==> src/include/otp_prog_pkg.sv <==
/*
  Constants for the one-time programmable memory programmer: pin timing
  in nanoseconds, derived cycle counts, retry limit and address width.
  Assumes a single 250 MHz system clock.
*/
package otp_prog_pkg;
  // ----------------------------------------------------------------------
  // Clock and sizes
  // ----------------------------------------------------------------------
  localparam int CLK_NS = 4;
  localparam int ADDR_W = 16;
  localparam int DATA_W = 8;
  localparam int MAX_RETRY = 10;
  localparam int CNT_W = 16;
  // ----------------------------------------------------------------------
  // Pin timing, as printed (ns)
  // ----------------------------------------------------------------------
  localparam int T_ALE_NS = 500;
  localparam int T_LAT_HOLD_NS = 100;
  localparam int T_LATCH_VPP_NS = 2000;
  localparam int T_VPP_SETUP_NS = 2000;
  localparam int T_VPP_HOLD_NS = 2000;
  localparam int T_VPP_RECOV_NS = 2000;
  localparam int T_VCC_SETUP_NS = 2000;
  localparam int T_DATA_VALID_NS = 150;
  localparam int T_FLOAT_NS = 130;
  localparam int T_PULSE_NOM_NS = 50000;
  localparam int T_PULSE_MIN_NS = 47500;
  localparam int T_PULSE_MAX_NS = 52500;
  // ----------------------------------------------------------------------
  // Cycle counts: least times round up, longest round down
  // ----------------------------------------------------------------------
  localparam int ALE_CYC = (T_ALE_NS + CLK_NS - 1) / CLK_NS;
  localparam int LAT_HOLD_CYC = (T_LAT_HOLD_NS + CLK_NS - 1) / CLK_NS;
  localparam int LATCH_VPP_CYC = (T_LATCH_VPP_NS + CLK_NS - 1) / CLK_NS;
  localparam int VPP_SETUP_CYC = (T_VPP_SETUP_NS + CLK_NS - 1) / CLK_NS;
  localparam int VPP_HOLD_CYC = (T_VPP_HOLD_NS + CLK_NS - 1) / CLK_NS;
  localparam int VPP_RECOV_CYC = (T_VPP_RECOV_NS + CLK_NS - 1) / CLK_NS;
  localparam int VCC_SETUP_CYC = (T_VCC_SETUP_NS + CLK_NS - 1) / CLK_NS;
  // Extra four cycles cover the three-stage input synchroniser
  localparam int READ_CYC = (T_DATA_VALID_NS + CLK_NS - 1) / CLK_NS + 4;
  localparam int FLOAT_CYC = (T_FLOAT_NS + CLK_NS - 1) / CLK_NS;
  localparam int PULSE_NOM_CYC = T_PULSE_NOM_NS / CLK_NS;
  localparam int PULSE_MIN_CYC = (T_PULSE_MIN_NS + CLK_NS - 1) / CLK_NS;
  localparam int PULSE_MAX_CYC = T_PULSE_MAX_NS / CLK_NS;
endpackage : otp_prog_pkg

==> src/logic/otp_program_verify_sequencer.sv <==
/*
  Programmer for a 64K x 8 one-time programmable memory with multiplexed
  low address/data lines. Runs the one-pulse first pass, the verify and
  retry loop, the read-back compare, and identification reads.
  Assumes external switches turn vcc_on/vcc_prog/vpp_high into supply
  levels, and a user source memory answering src_req on the same clock.
*/
`timescale 1ns/1ns
module otp_program_verify_sequencer #(
  parameter int PULSE_CYC = otp_prog_pkg::PULSE_NOM_CYC, // Pulse length
  parameter int LAST_ADDR = 65535 // Highest address programmed
) (
  input wire logic mclk, // 250 MHz clock
  input wire logic arst_n, // Async reset, active low
  input wire logic prog_start, // Pulse: program whole part
  input wire logic id_start, // Pulse: read identification code
  input wire logic id_sel, // 0 maker code, 1 type code
  output logic [otp_prog_pkg::ADDR_W-1:0] src_addr, // Source address
  output logic src_req, // Pulse: fetch source byte
  input wire logic [otp_prog_pkg::DATA_W-1:0] src_data, // Source byte
  input wire logic src_valid, // Source byte valid
  output logic busy, // Sequence running
  output logic done, // Pulse: sequence ended
  output logic pass, // Last programming passed
  output logic fail, // Last programming failed
  output logic [otp_prog_pkg::ADDR_W-1:0] fail_addr, // First bad address
  output logic [otp_prog_pkg::DATA_W-1:0] id_value, // Identification byte
  output logic [otp_prog_pkg::DATA_W-1:0] muxed_addr_data_lines_drv, // Out
  output logic muxed_addr_data_lines_en, // High while driving
  input wire logic [otp_prog_pkg::DATA_W-1:0] muxed_addr_data_lines_in, // In
  output logic id_select_line, // Address bit 8
  output logic [6:0] upper_addr, // Address bits 15..9
  output logic ale, // Latch strobe and program pulse
  output logic oe_n, // Output enable, logic level
  output logic vpp_high, // Program pin at high voltage
  output logic vcc_on, // Device supply present
  output logic vcc_prog // Supply at program level
);
  import otp_prog_pkg::*;

  initial begin
    if (PULSE_CYC < 1 || PULSE_CYC >= (1 << CNT_W)) begin
      $error("PULSE_CYC out of counter range");
    end
    if (LAST_ADDR < 0 || LAST_ADDR >= (1 << ADDR_W)) begin
      $error("LAST_ADDR out of address range");
    end
  end

  typedef enum logic [4:0] {
    ST_IDLE, ST_PWR, ST_LATCH, ST_LHOLD, ST_FETCH, ST_WAITSRC, ST_SETUP,
    ST_VPP_UP, ST_PULSE, ST_VHOLD, ST_VPP_DN, ST_READ, ST_CHECK, ST_FLOAT,
    ST_LOWER, ST_END
  } state_type;
  typedef enum logic [1:0] {
    PH_FIRST, PH_LOOP, PH_READBACK, PH_ID
  } phase_type;

  logic [1:0] rst_pipe_q;
  logic rst_n;
  state_type state_q;
  phase_type phase_q;
  logic [CNT_W-1:0] wait_q;
  logic [ADDR_W-1:0] addr_q;
  logic [DATA_W-1:0] data_q;
  logic [3:0] retry_q;
  logic bad_q;
  logic [DATA_W-1:0] s1_q, s2_q, s3_q, rd_q;
  logic last_addr;

  // ----------------------------------------------------------------------
  // Reset release
  // ----------------------------------------------------------------------
  // Two flops so release never lands near a clock edge
  always_ff @(posedge mclk or negedge arst_n) begin
    if (!arst_n) begin
      rst_pipe_q <= 2'h0;
    end else begin
      rst_pipe_q <= {rst_pipe_q[0], 1'b1};
    end
  end
  assign rst_n = rst_pipe_q[1];

  // ----------------------------------------------------------------------
  // Data line input synchroniser
  // ----------------------------------------------------------------------
  // Accept a new value only once stages two and three agree
  always_ff @(posedge mclk or negedge rst_n) begin
    if (!rst_n) begin
      s1_q <= 8'h00;
      s2_q <= 8'h00;
      s3_q <= 8'h00;
      rd_q <= 8'h00;
    end else begin
      s1_q <= muxed_addr_data_lines_in;
      s2_q <= s1_q;
      s3_q <= s2_q;
      if (s2_q == s3_q) begin
        rd_q <= s3_q;
      end
    end
  end

  assign last_addr = (addr_q == ADDR_W'(LAST_ADDR));
  assign src_addr = addr_q;
  assign id_select_line = addr_q[8];
  assign upper_addr = addr_q[15:9];

  // ----------------------------------------------------------------------
  // Sequencer
  // ----------------------------------------------------------------------
  // Each timed state loads wait_q with its count less one on entry
  always_ff @(posedge mclk or negedge rst_n) begin
    if (!rst_n) begin
      state_q <= ST_IDLE;
      phase_q <= PH_FIRST;
      wait_q <= 16'h0000;
      addr_q <= 16'h0000;
      data_q <= 8'h00;
      retry_q <= 4'h0;
      bad_q <= 1'b0;
      src_req <= 1'b0;
      busy <= 1'b0;
      done <= 1'b0;
      pass <= 1'b0;
      fail <= 1'b0;
      fail_addr <= 16'h0000;
      id_value <= 8'h00;
      muxed_addr_data_lines_drv <= 8'h00;
      muxed_addr_data_lines_en <= 1'b0;
      ale <= 1'b0;
      oe_n <= 1'b1;
      vpp_high <= 1'b0;
      vcc_on <= 1'b0;
      vcc_prog <= 1'b0;
    end else begin
      src_req <= 1'b0;
      done <= 1'b0;
      if (wait_q != 16'h0000) begin
        wait_q <= wait_q - 16'h0001;
      end
      unique case (state_q)
        ST_IDLE: begin
          if (prog_start) begin
            addr_q <= 16'h0000;
            phase_q <= PH_FIRST;
            bad_q <= 1'b0;
            pass <= 1'b0;
            fail <= 1'b0;
            busy <= 1'b1;
            vcc_on <= 1'b1;
            vcc_prog <= 1'b1;
            wait_q <= CNT_W'(VCC_SETUP_CYC - 1);
            state_q <= ST_PWR;
          end else if (id_start) begin
            addr_q <= {7'h00, id_sel, 8'h00};
            phase_q <= PH_ID;
            busy <= 1'b1;
            vcc_on <= 1'b1;
            wait_q <= CNT_W'(VCC_SETUP_CYC - 1);
            state_q <= ST_PWR;
          end
        end
        // Supply settles before anything else moves
        ST_PWR: begin
          if (wait_q == 16'h0000) begin
            state_q <= ST_LATCH;
            wait_q <= CNT_W'(ALE_CYC - 1);
          end
        end
        // Low address driven while the strobe is high
        ST_LATCH: begin
          muxed_addr_data_lines_drv <= addr_q[7:0];
          muxed_addr_data_lines_en <= 1'b1;
          ale <= 1'b1;
          // Count restarts at the strobe rise so the width is full
          if (!ale) begin
            wait_q <= CNT_W'(ALE_CYC - 1);
          end else if (wait_q == 16'h0000) begin
            ale <= 1'b0;
            state_q <= ST_LHOLD;
            wait_q <= CNT_W'(LAT_HOLD_CYC - 1);
          end
        end
        ST_LHOLD: begin
          if (wait_q == 16'h0000) begin
            muxed_addr_data_lines_en <= 1'b0;
            if (phase_q == PH_ID) begin
              oe_n <= 1'b0;
              wait_q <= CNT_W'(READ_CYC - 1);
              state_q <= ST_READ;
            end else begin
              state_q <= ST_FETCH;
            end
          end
        end
        // Source byte is fetched afresh after each address latch except in code reads; loop retries reuse data_q
        ST_FETCH: begin
          src_req <= 1'b1;
          state_q <= ST_WAITSRC;
        end
        ST_WAITSRC: begin
          if (src_valid) begin
            data_q <= src_data;
            if (phase_q != PH_FIRST) begin
              // Loop and read-back both look before any pulse
              oe_n <= 1'b0;
              wait_q <= CNT_W'(READ_CYC - 1);
              state_q <= ST_READ;
            end else begin
              state_q <= ST_SETUP;
              wait_q <= CNT_W'(LATCH_VPP_CYC - 1);
            end
          end
        end
        // Data on the lines; program pin waits after the strobe fell
        ST_SETUP: begin
          muxed_addr_data_lines_drv <= data_q;
          muxed_addr_data_lines_en <= 1'b1;
          if (wait_q == 16'h0000) begin
            vpp_high <= 1'b1;
            wait_q <= CNT_W'(VPP_SETUP_CYC - 1);
            state_q <= ST_VPP_UP;
          end
        end
        ST_VPP_UP: begin
          if (wait_q == 16'h0000) begin
            ale <= 1'b1;
            wait_q <= CNT_W'(PULSE_CYC - 1);
            state_q <= ST_PULSE;
          end
        end
        // Exactly PULSE_CYC cycles of strobe high
        ST_PULSE: begin
          if (wait_q == 16'h0000) begin
            ale <= 1'b0;
            wait_q <= CNT_W'(VPP_HOLD_CYC - 1);
            state_q <= ST_VHOLD;
          end
        end
        ST_VHOLD: begin
          if (wait_q == 16'h0000) begin
            vpp_high <= 1'b0;
            muxed_addr_data_lines_en <= 1'b0;
            wait_q <= CNT_W'(VPP_RECOV_CYC - 1);
            state_q <= ST_VPP_DN;
          end
        end
        ST_VPP_DN: begin
          if (wait_q == 16'h0000) begin
            if (phase_q == PH_FIRST) begin
              // No verify between first-pass pulses
              if (last_addr) begin
                phase_q <= PH_LOOP;
                addr_q <= 16'h0000;
                retry_q <= 4'h0;
              end else begin
                addr_q <= addr_q + 16'h0001;
              end
              wait_q <= CNT_W'(ALE_CYC - 1);
              state_q <= ST_LATCH;
            end else begin
              oe_n <= 1'b0;
              wait_q <= CNT_W'(READ_CYC - 1);
              state_q <= ST_READ;
            end
          end
        end
        // Loop entry for a fresh address verifies before any pulse
        ST_READ: begin
          if (wait_q == 16'h0000) begin
            oe_n <= 1'b1;
            state_q <= ST_CHECK;
          end
        end
        ST_CHECK: begin
          wait_q <= CNT_W'(FLOAT_CYC - 1);
          state_q <= ST_FLOAT;
          if (phase_q == PH_ID) begin
            id_value <= rd_q;
          end else if (phase_q == PH_READBACK && rd_q != data_q) begin
            if (!bad_q) begin
              fail_addr <= addr_q;
            end
            bad_q <= 1'b1;
          end else if (phase_q == PH_LOOP && rd_q != data_q) begin
            if (retry_q == 4'(MAX_RETRY)) begin
              bad_q <= 1'b1;
              fail_addr <= addr_q;
            end
          end
        end
        ST_FLOAT: begin
          if (wait_q == 16'h0000) begin
            if (phase_q == PH_ID) begin
              state_q <= ST_END;
            end else if (phase_q == PH_LOOP && bad_q) begin
              // Stop at once; program pin already at logic level
              vcc_prog <= 1'b0;
              wait_q <= CNT_W'(VCC_SETUP_CYC - 1);
              state_q <= ST_LOWER;
            end else if (phase_q == PH_LOOP && rd_q != data_q) begin
              retry_q <= retry_q + 4'h1;
              wait_q <= CNT_W'(LATCH_VPP_CYC - 1);
              state_q <= ST_SETUP;
            end else if (last_addr && phase_q == PH_LOOP) begin
              vcc_prog <= 1'b0;
              wait_q <= CNT_W'(VCC_SETUP_CYC - 1);
              state_q <= ST_LOWER;
            end else if (last_addr) begin
              state_q <= ST_END;
            end else begin
              addr_q <= addr_q + 16'h0001;
              retry_q <= 4'h0;
              wait_q <= CNT_W'(ALE_CYC - 1);
              state_q <= ST_LATCH;
            end
          end
        end
        // Supply back to read level before read-back
        ST_LOWER: begin
          if (wait_q == 16'h0000) begin
            if (bad_q) begin
              state_q <= ST_END;
            end else begin
              phase_q <= PH_READBACK;
              addr_q <= 16'h0000;
              wait_q <= CNT_W'(ALE_CYC - 1);
              state_q <= ST_LATCH;
            end
          end
        end
        // Supply removed last, after the program pin is low
        ST_END: begin
          vcc_on <= 1'b0;
          vcc_prog <= 1'b0;
          busy <= 1'b0;
          done <= 1'b1;
          if (phase_q != PH_ID) begin
            pass <= !bad_q;
            fail <= bad_q;
          end
          state_q <= ST_IDLE;
        end
        default: begin
          state_q <= ST_IDLE;
        end
      endcase
    end
  end
endmodule : otp_program_verify_sequencer

==> config.mk <==
export PLATFORM = sky130hd
export DESIGN_NAME = otp_program_verify_sequencer
export DESIGN_NICKNAME = d
export VERILOG_FILES = /design/src/include/otp_prog_pkg.sv /design/src/logic/otp_program_verify_sequencer.sv
export SDC_FILE = /design/constraint.sdc
export NUM_CORES = 1
export LEC_CHECK = 0
export CELL_PAD_IN_SITES_DETAIL_PLACEMENT = 1
export CELL_PAD_IN_SITES_GLOBAL_PLACEMENT = 2
export CORE_MARGIN = 2
export CORE_UTILIZATION = 35
export CTS_CLUSTER_DIAMETER = 50
export DETAILED_ROUTE_END_ITERATION = 6
export DONT_BUFFER_PORTS = 1
export PLACE_DENSITY_LB_ADDON = 0.1
export REMOVE_ABC_BUFFERS = 1
export SYNTH_ARGS = -nofsm -noshare
export SYNTH_HDL_FRONTEND = slang
export SYNTH_SLANG_ARGS = --single-unit
==> constraint.sdc <==
create_clock -name mclk -period 11.7 [get_ports mclk]
set_clock_uncertainty 0.15 [all_clocks]
set_input_delay 2.34 -clock mclk [delete_from_list [all_inputs] [get_ports mclk]]
set_output_delay 2.34 -clock mclk [all_outputs]
set_load 0.05 [all_outputs]
==> flow_metrics.tcl <==
set metrics [dict create \
    cts-buffers-inserted 17 \
    rsz0062_at_grt "false" \
    ys_async_sr_fraction_pct 100 \
    worstSetupPathType "input pin to flip-flop" \
    dr.first_iter.drc_count 335 \
    critical_path_peak_fanout 20 \
    clockBufferDepth 2 \
    postSynthAreaPerCell_um2 9.45 \
    critPathTopFamily "compound AO/OA/AOI/OAI gates" \
    synth_largest_area_cell "dfrtp_1" \
    avgRoutedWirePerCell_um 21.4 \
    grt_pass1_wl_mm 33.3 \
    synth.area.top_cells "dfrtp_1, mux2_2, nand2_1, a21oi_1, nor2_1" \
    cts_resized 0 \
    crit_arrival_ns 4.29 \
    ys_ff_latch 127 \
    ys_top_cells_by_count "dfrtp_1, nand2_1, nor2_1" \
    slew_headroom_pct 31.5 \
    routed_wl_mm 20.9 \
    final_area_mm2 0.00758 \
    seq_area_mm2 0.00318 \
    vias_per_cell 5.56 \
    peakVddDrop_mv 0.111 \
    outcome "finished clean" \
    slowest_delay_ns 0.80 \
    cts-root-buf "clkbuf_16" \
    nNetsFinal 729 \
    path_cells "nor2_1 -> nand2_1 -> o211ai_1 -> a31oi_2 -> and3b_1 -> o32ai_1" \
    die_y_um 144 \
    grt_pass1_vias 5772 \
    h-tree-depth 4 \
    drc 0 \
    insertion_delay_ns 0.43 \
    period_share_pct 35.7 \
    place_congestion 0.830 \
    ys_seq_area_share_pct 46.5 \
    cts_setup_buffers 0 \
    ys_warn_count 0 \
    finalPower_mw 2.06 \
    syn_inst 724 \
    grt_util_all_layers_pct 21.2 \
    rows 51 \
    setup_viol 0 \
    io_buffers 0 \
    final_util_pct 39.2 \
    cts_tree "built" \
    maxSlewViolCount 0 \
    tns_ns 0 \
    dpl.hpwl_mm 14.9 \
    finalCriticalPeriod_ns 4.18 \
    endpoint_kind "flip-flop" \
    worstSetupStartpointType "input pin" \
    p_per_area_mw_per_mm2 272 \
    fp.dieW_um 144 \
    netlist_area_mm2 0.00684 \
    maxCapViolCount 0 \
    first_pass_iters 4 \
    core_area_mm2 0.0193 \
    clkTransAtPathRegs_ns 0.07 \
    worst_path_max_delay_cell "and3b_1" \
    ys_types 77 \
    tightestPinTransition_ns 1.03 \
    synth_ff_type "dfrtp_1" \
    hp-class "flip-flop to flip-flop" \
    final_layout_size_suffix_gt1_share_pct 12.3 \
    synth_edf_count 0 \
    num_vias 5442 \
    hold_violations 0 \
    antenna_found_initial 0 \
    leakagePower_nw 3.25 \
    crit_buf_inv 0 \
    gr-total-overflow 0 \
    die-area_mm2 0.0207 \
    place_area_mm2 0.00698 \
    area_growth_syn_to_layout_pct 10.7 \
    fmax_mhz 239 \
    boundaryPins 89 \
    diodes 0 \
    synth_top_area_share_pct 46.1 \
    ant_nets 0 \
    start_util_pct 35.4 \
    fillers 2232 \
    required_ns 11.81 \
    cts.sink_count 127 \
    multiInputGateArea_mm2 0.00338 \
    synth.most_common_cell "dfrtp_1" \
    grt_start_max_net_pins 74 \
    hold_buffers 0 \
]
==> cells by family after synthesis <==
| family | after synthesis | synth area share (%) |
|---|---|---|
| multiplexers | 41 | 6.58 |
| AO/OA/AOI/OAI | 159 | 14.7 |
| buffers and inverters | 60 | 4.20 |
| AND/OR/NAND/NOR | 289 | 21.6 |
| adder cells (fa/ha/maj) | 7 | 1.28 |
| flip-flops | 127 | 46.5 |
| other | 1 | 0.0548 |
| XOR/XNOR | 40 | 5.12 |
==> final cells by class <==
| class | instances | area share (%) |
|---|---|---|
| clock inverter | 15 | 2.23 |
| sequential | 127 | 42.0 |
| clock buffer | 17 | 5.62 |
| multi-input combinational | 537 | 44.6 |
| timing repair buffer | 7 | 0.694 |
| tap | 265 | 4.38 |
| inverter | 10 | 0.495 |
==> worst paths after layout <==
| path | from | endpoint | slack, ns | depth (start not counted) |
|---|---|---|---|---|
| worst max-delay path | id_start | src_addr[8]$_DFFE_PN0P_ | 7.52 | 6 |
| worst min-delay path | s1_q[5]$_DFF_PN0_ | s2_q[5]$_DFF_PN0_ | 0.19 | 0 |
| min in group asynchronous | rst_pipe_q[1]$_DFF_PN0_ | src_addr[4]$_DFFE_PN0P_ | 0.24 | 0 |
| worst min register to register | s1_q[5]$_DFF_PN0_ | s2_q[5]$_DFF_PN0_ | 0.19 | 0 |
| max in group asynchronous | rst_pipe_q[1]$_DFF_PN0_ | data_q[1]$_DFFE_PN0P_ | 9.74 | 1 |
| worst max register to register | state_q[0]$_DFFE_PN0P_ | src_addr[8]$_DFFE_PN0P_ | 8.17 | 7 |
==> cell usage in the layout, fill, tap and decap left out, types with 10 or more instances in the layout <==
| master | instances |
|---|---|
| xor2_1 | 26 |
| o21ai_0 | 27 |
| nand3_1 | 27 |
| dfrtp_1 | 125 |
| nor2_1 | 71 |
| mux2_2 | 32 |
| nor2b_1 | 10 |
| clkbuf_16 | 17 |
| nor3_1 | 21 |
| xnor2_1 | 14 |
| nand2_1 | 87 |
| nand4_1 | 14 |
| a21oi_1 | 61 |
==> stage by stage <==
step / hold WS, ns / setup WS (ns) / cells
2_1_floorplan: 0.181 / 7.70 / 674
5_1_grt: 0.202 / 7.33 / 978
4_1_cts: 0.193 / 7.49 / 978
3_3_place_gp: 0.182 / 7.16 / 946
3_5_place_dp: 0.186 / 7.06 / 946
6_report: 0.192 / 7.52 / 978
==> worst register-to-register path, delay by kind of cell (launching register included) <==
kind | cells | cell delay [ns]
flip-flops | 1 | 0.33
buffers and inverters | 1 | 0.36
AND/OR/NAND/NOR | 3 | 1.47
AO/OA/AOI/OAI | 3 | 1.06
==> report_power, final <==
group	internal [mW]	switching (mW)	total [mW]	leakage, nW
clock network	0.304	0.234	0.538	0.283
logic	0.268	0.508	0.776	1.34
registers	0.523	0.227	0.750	1.63
total	1.10	0.969	2.06	3.25
==> per-layer routing <==
layer / wire length (um) / track usage (%) / vias to the layer above
met1: 9090 / 26.7 / 2736
met5: 0 / 0 / -
li1: - / - / 2546
met2: 10300 / 35.2 / 131
met3: 1040 / 5.73 / 29
met4: 529 / 7.43 / 0
Note: power is estimated with default switching activity, not from simulation.
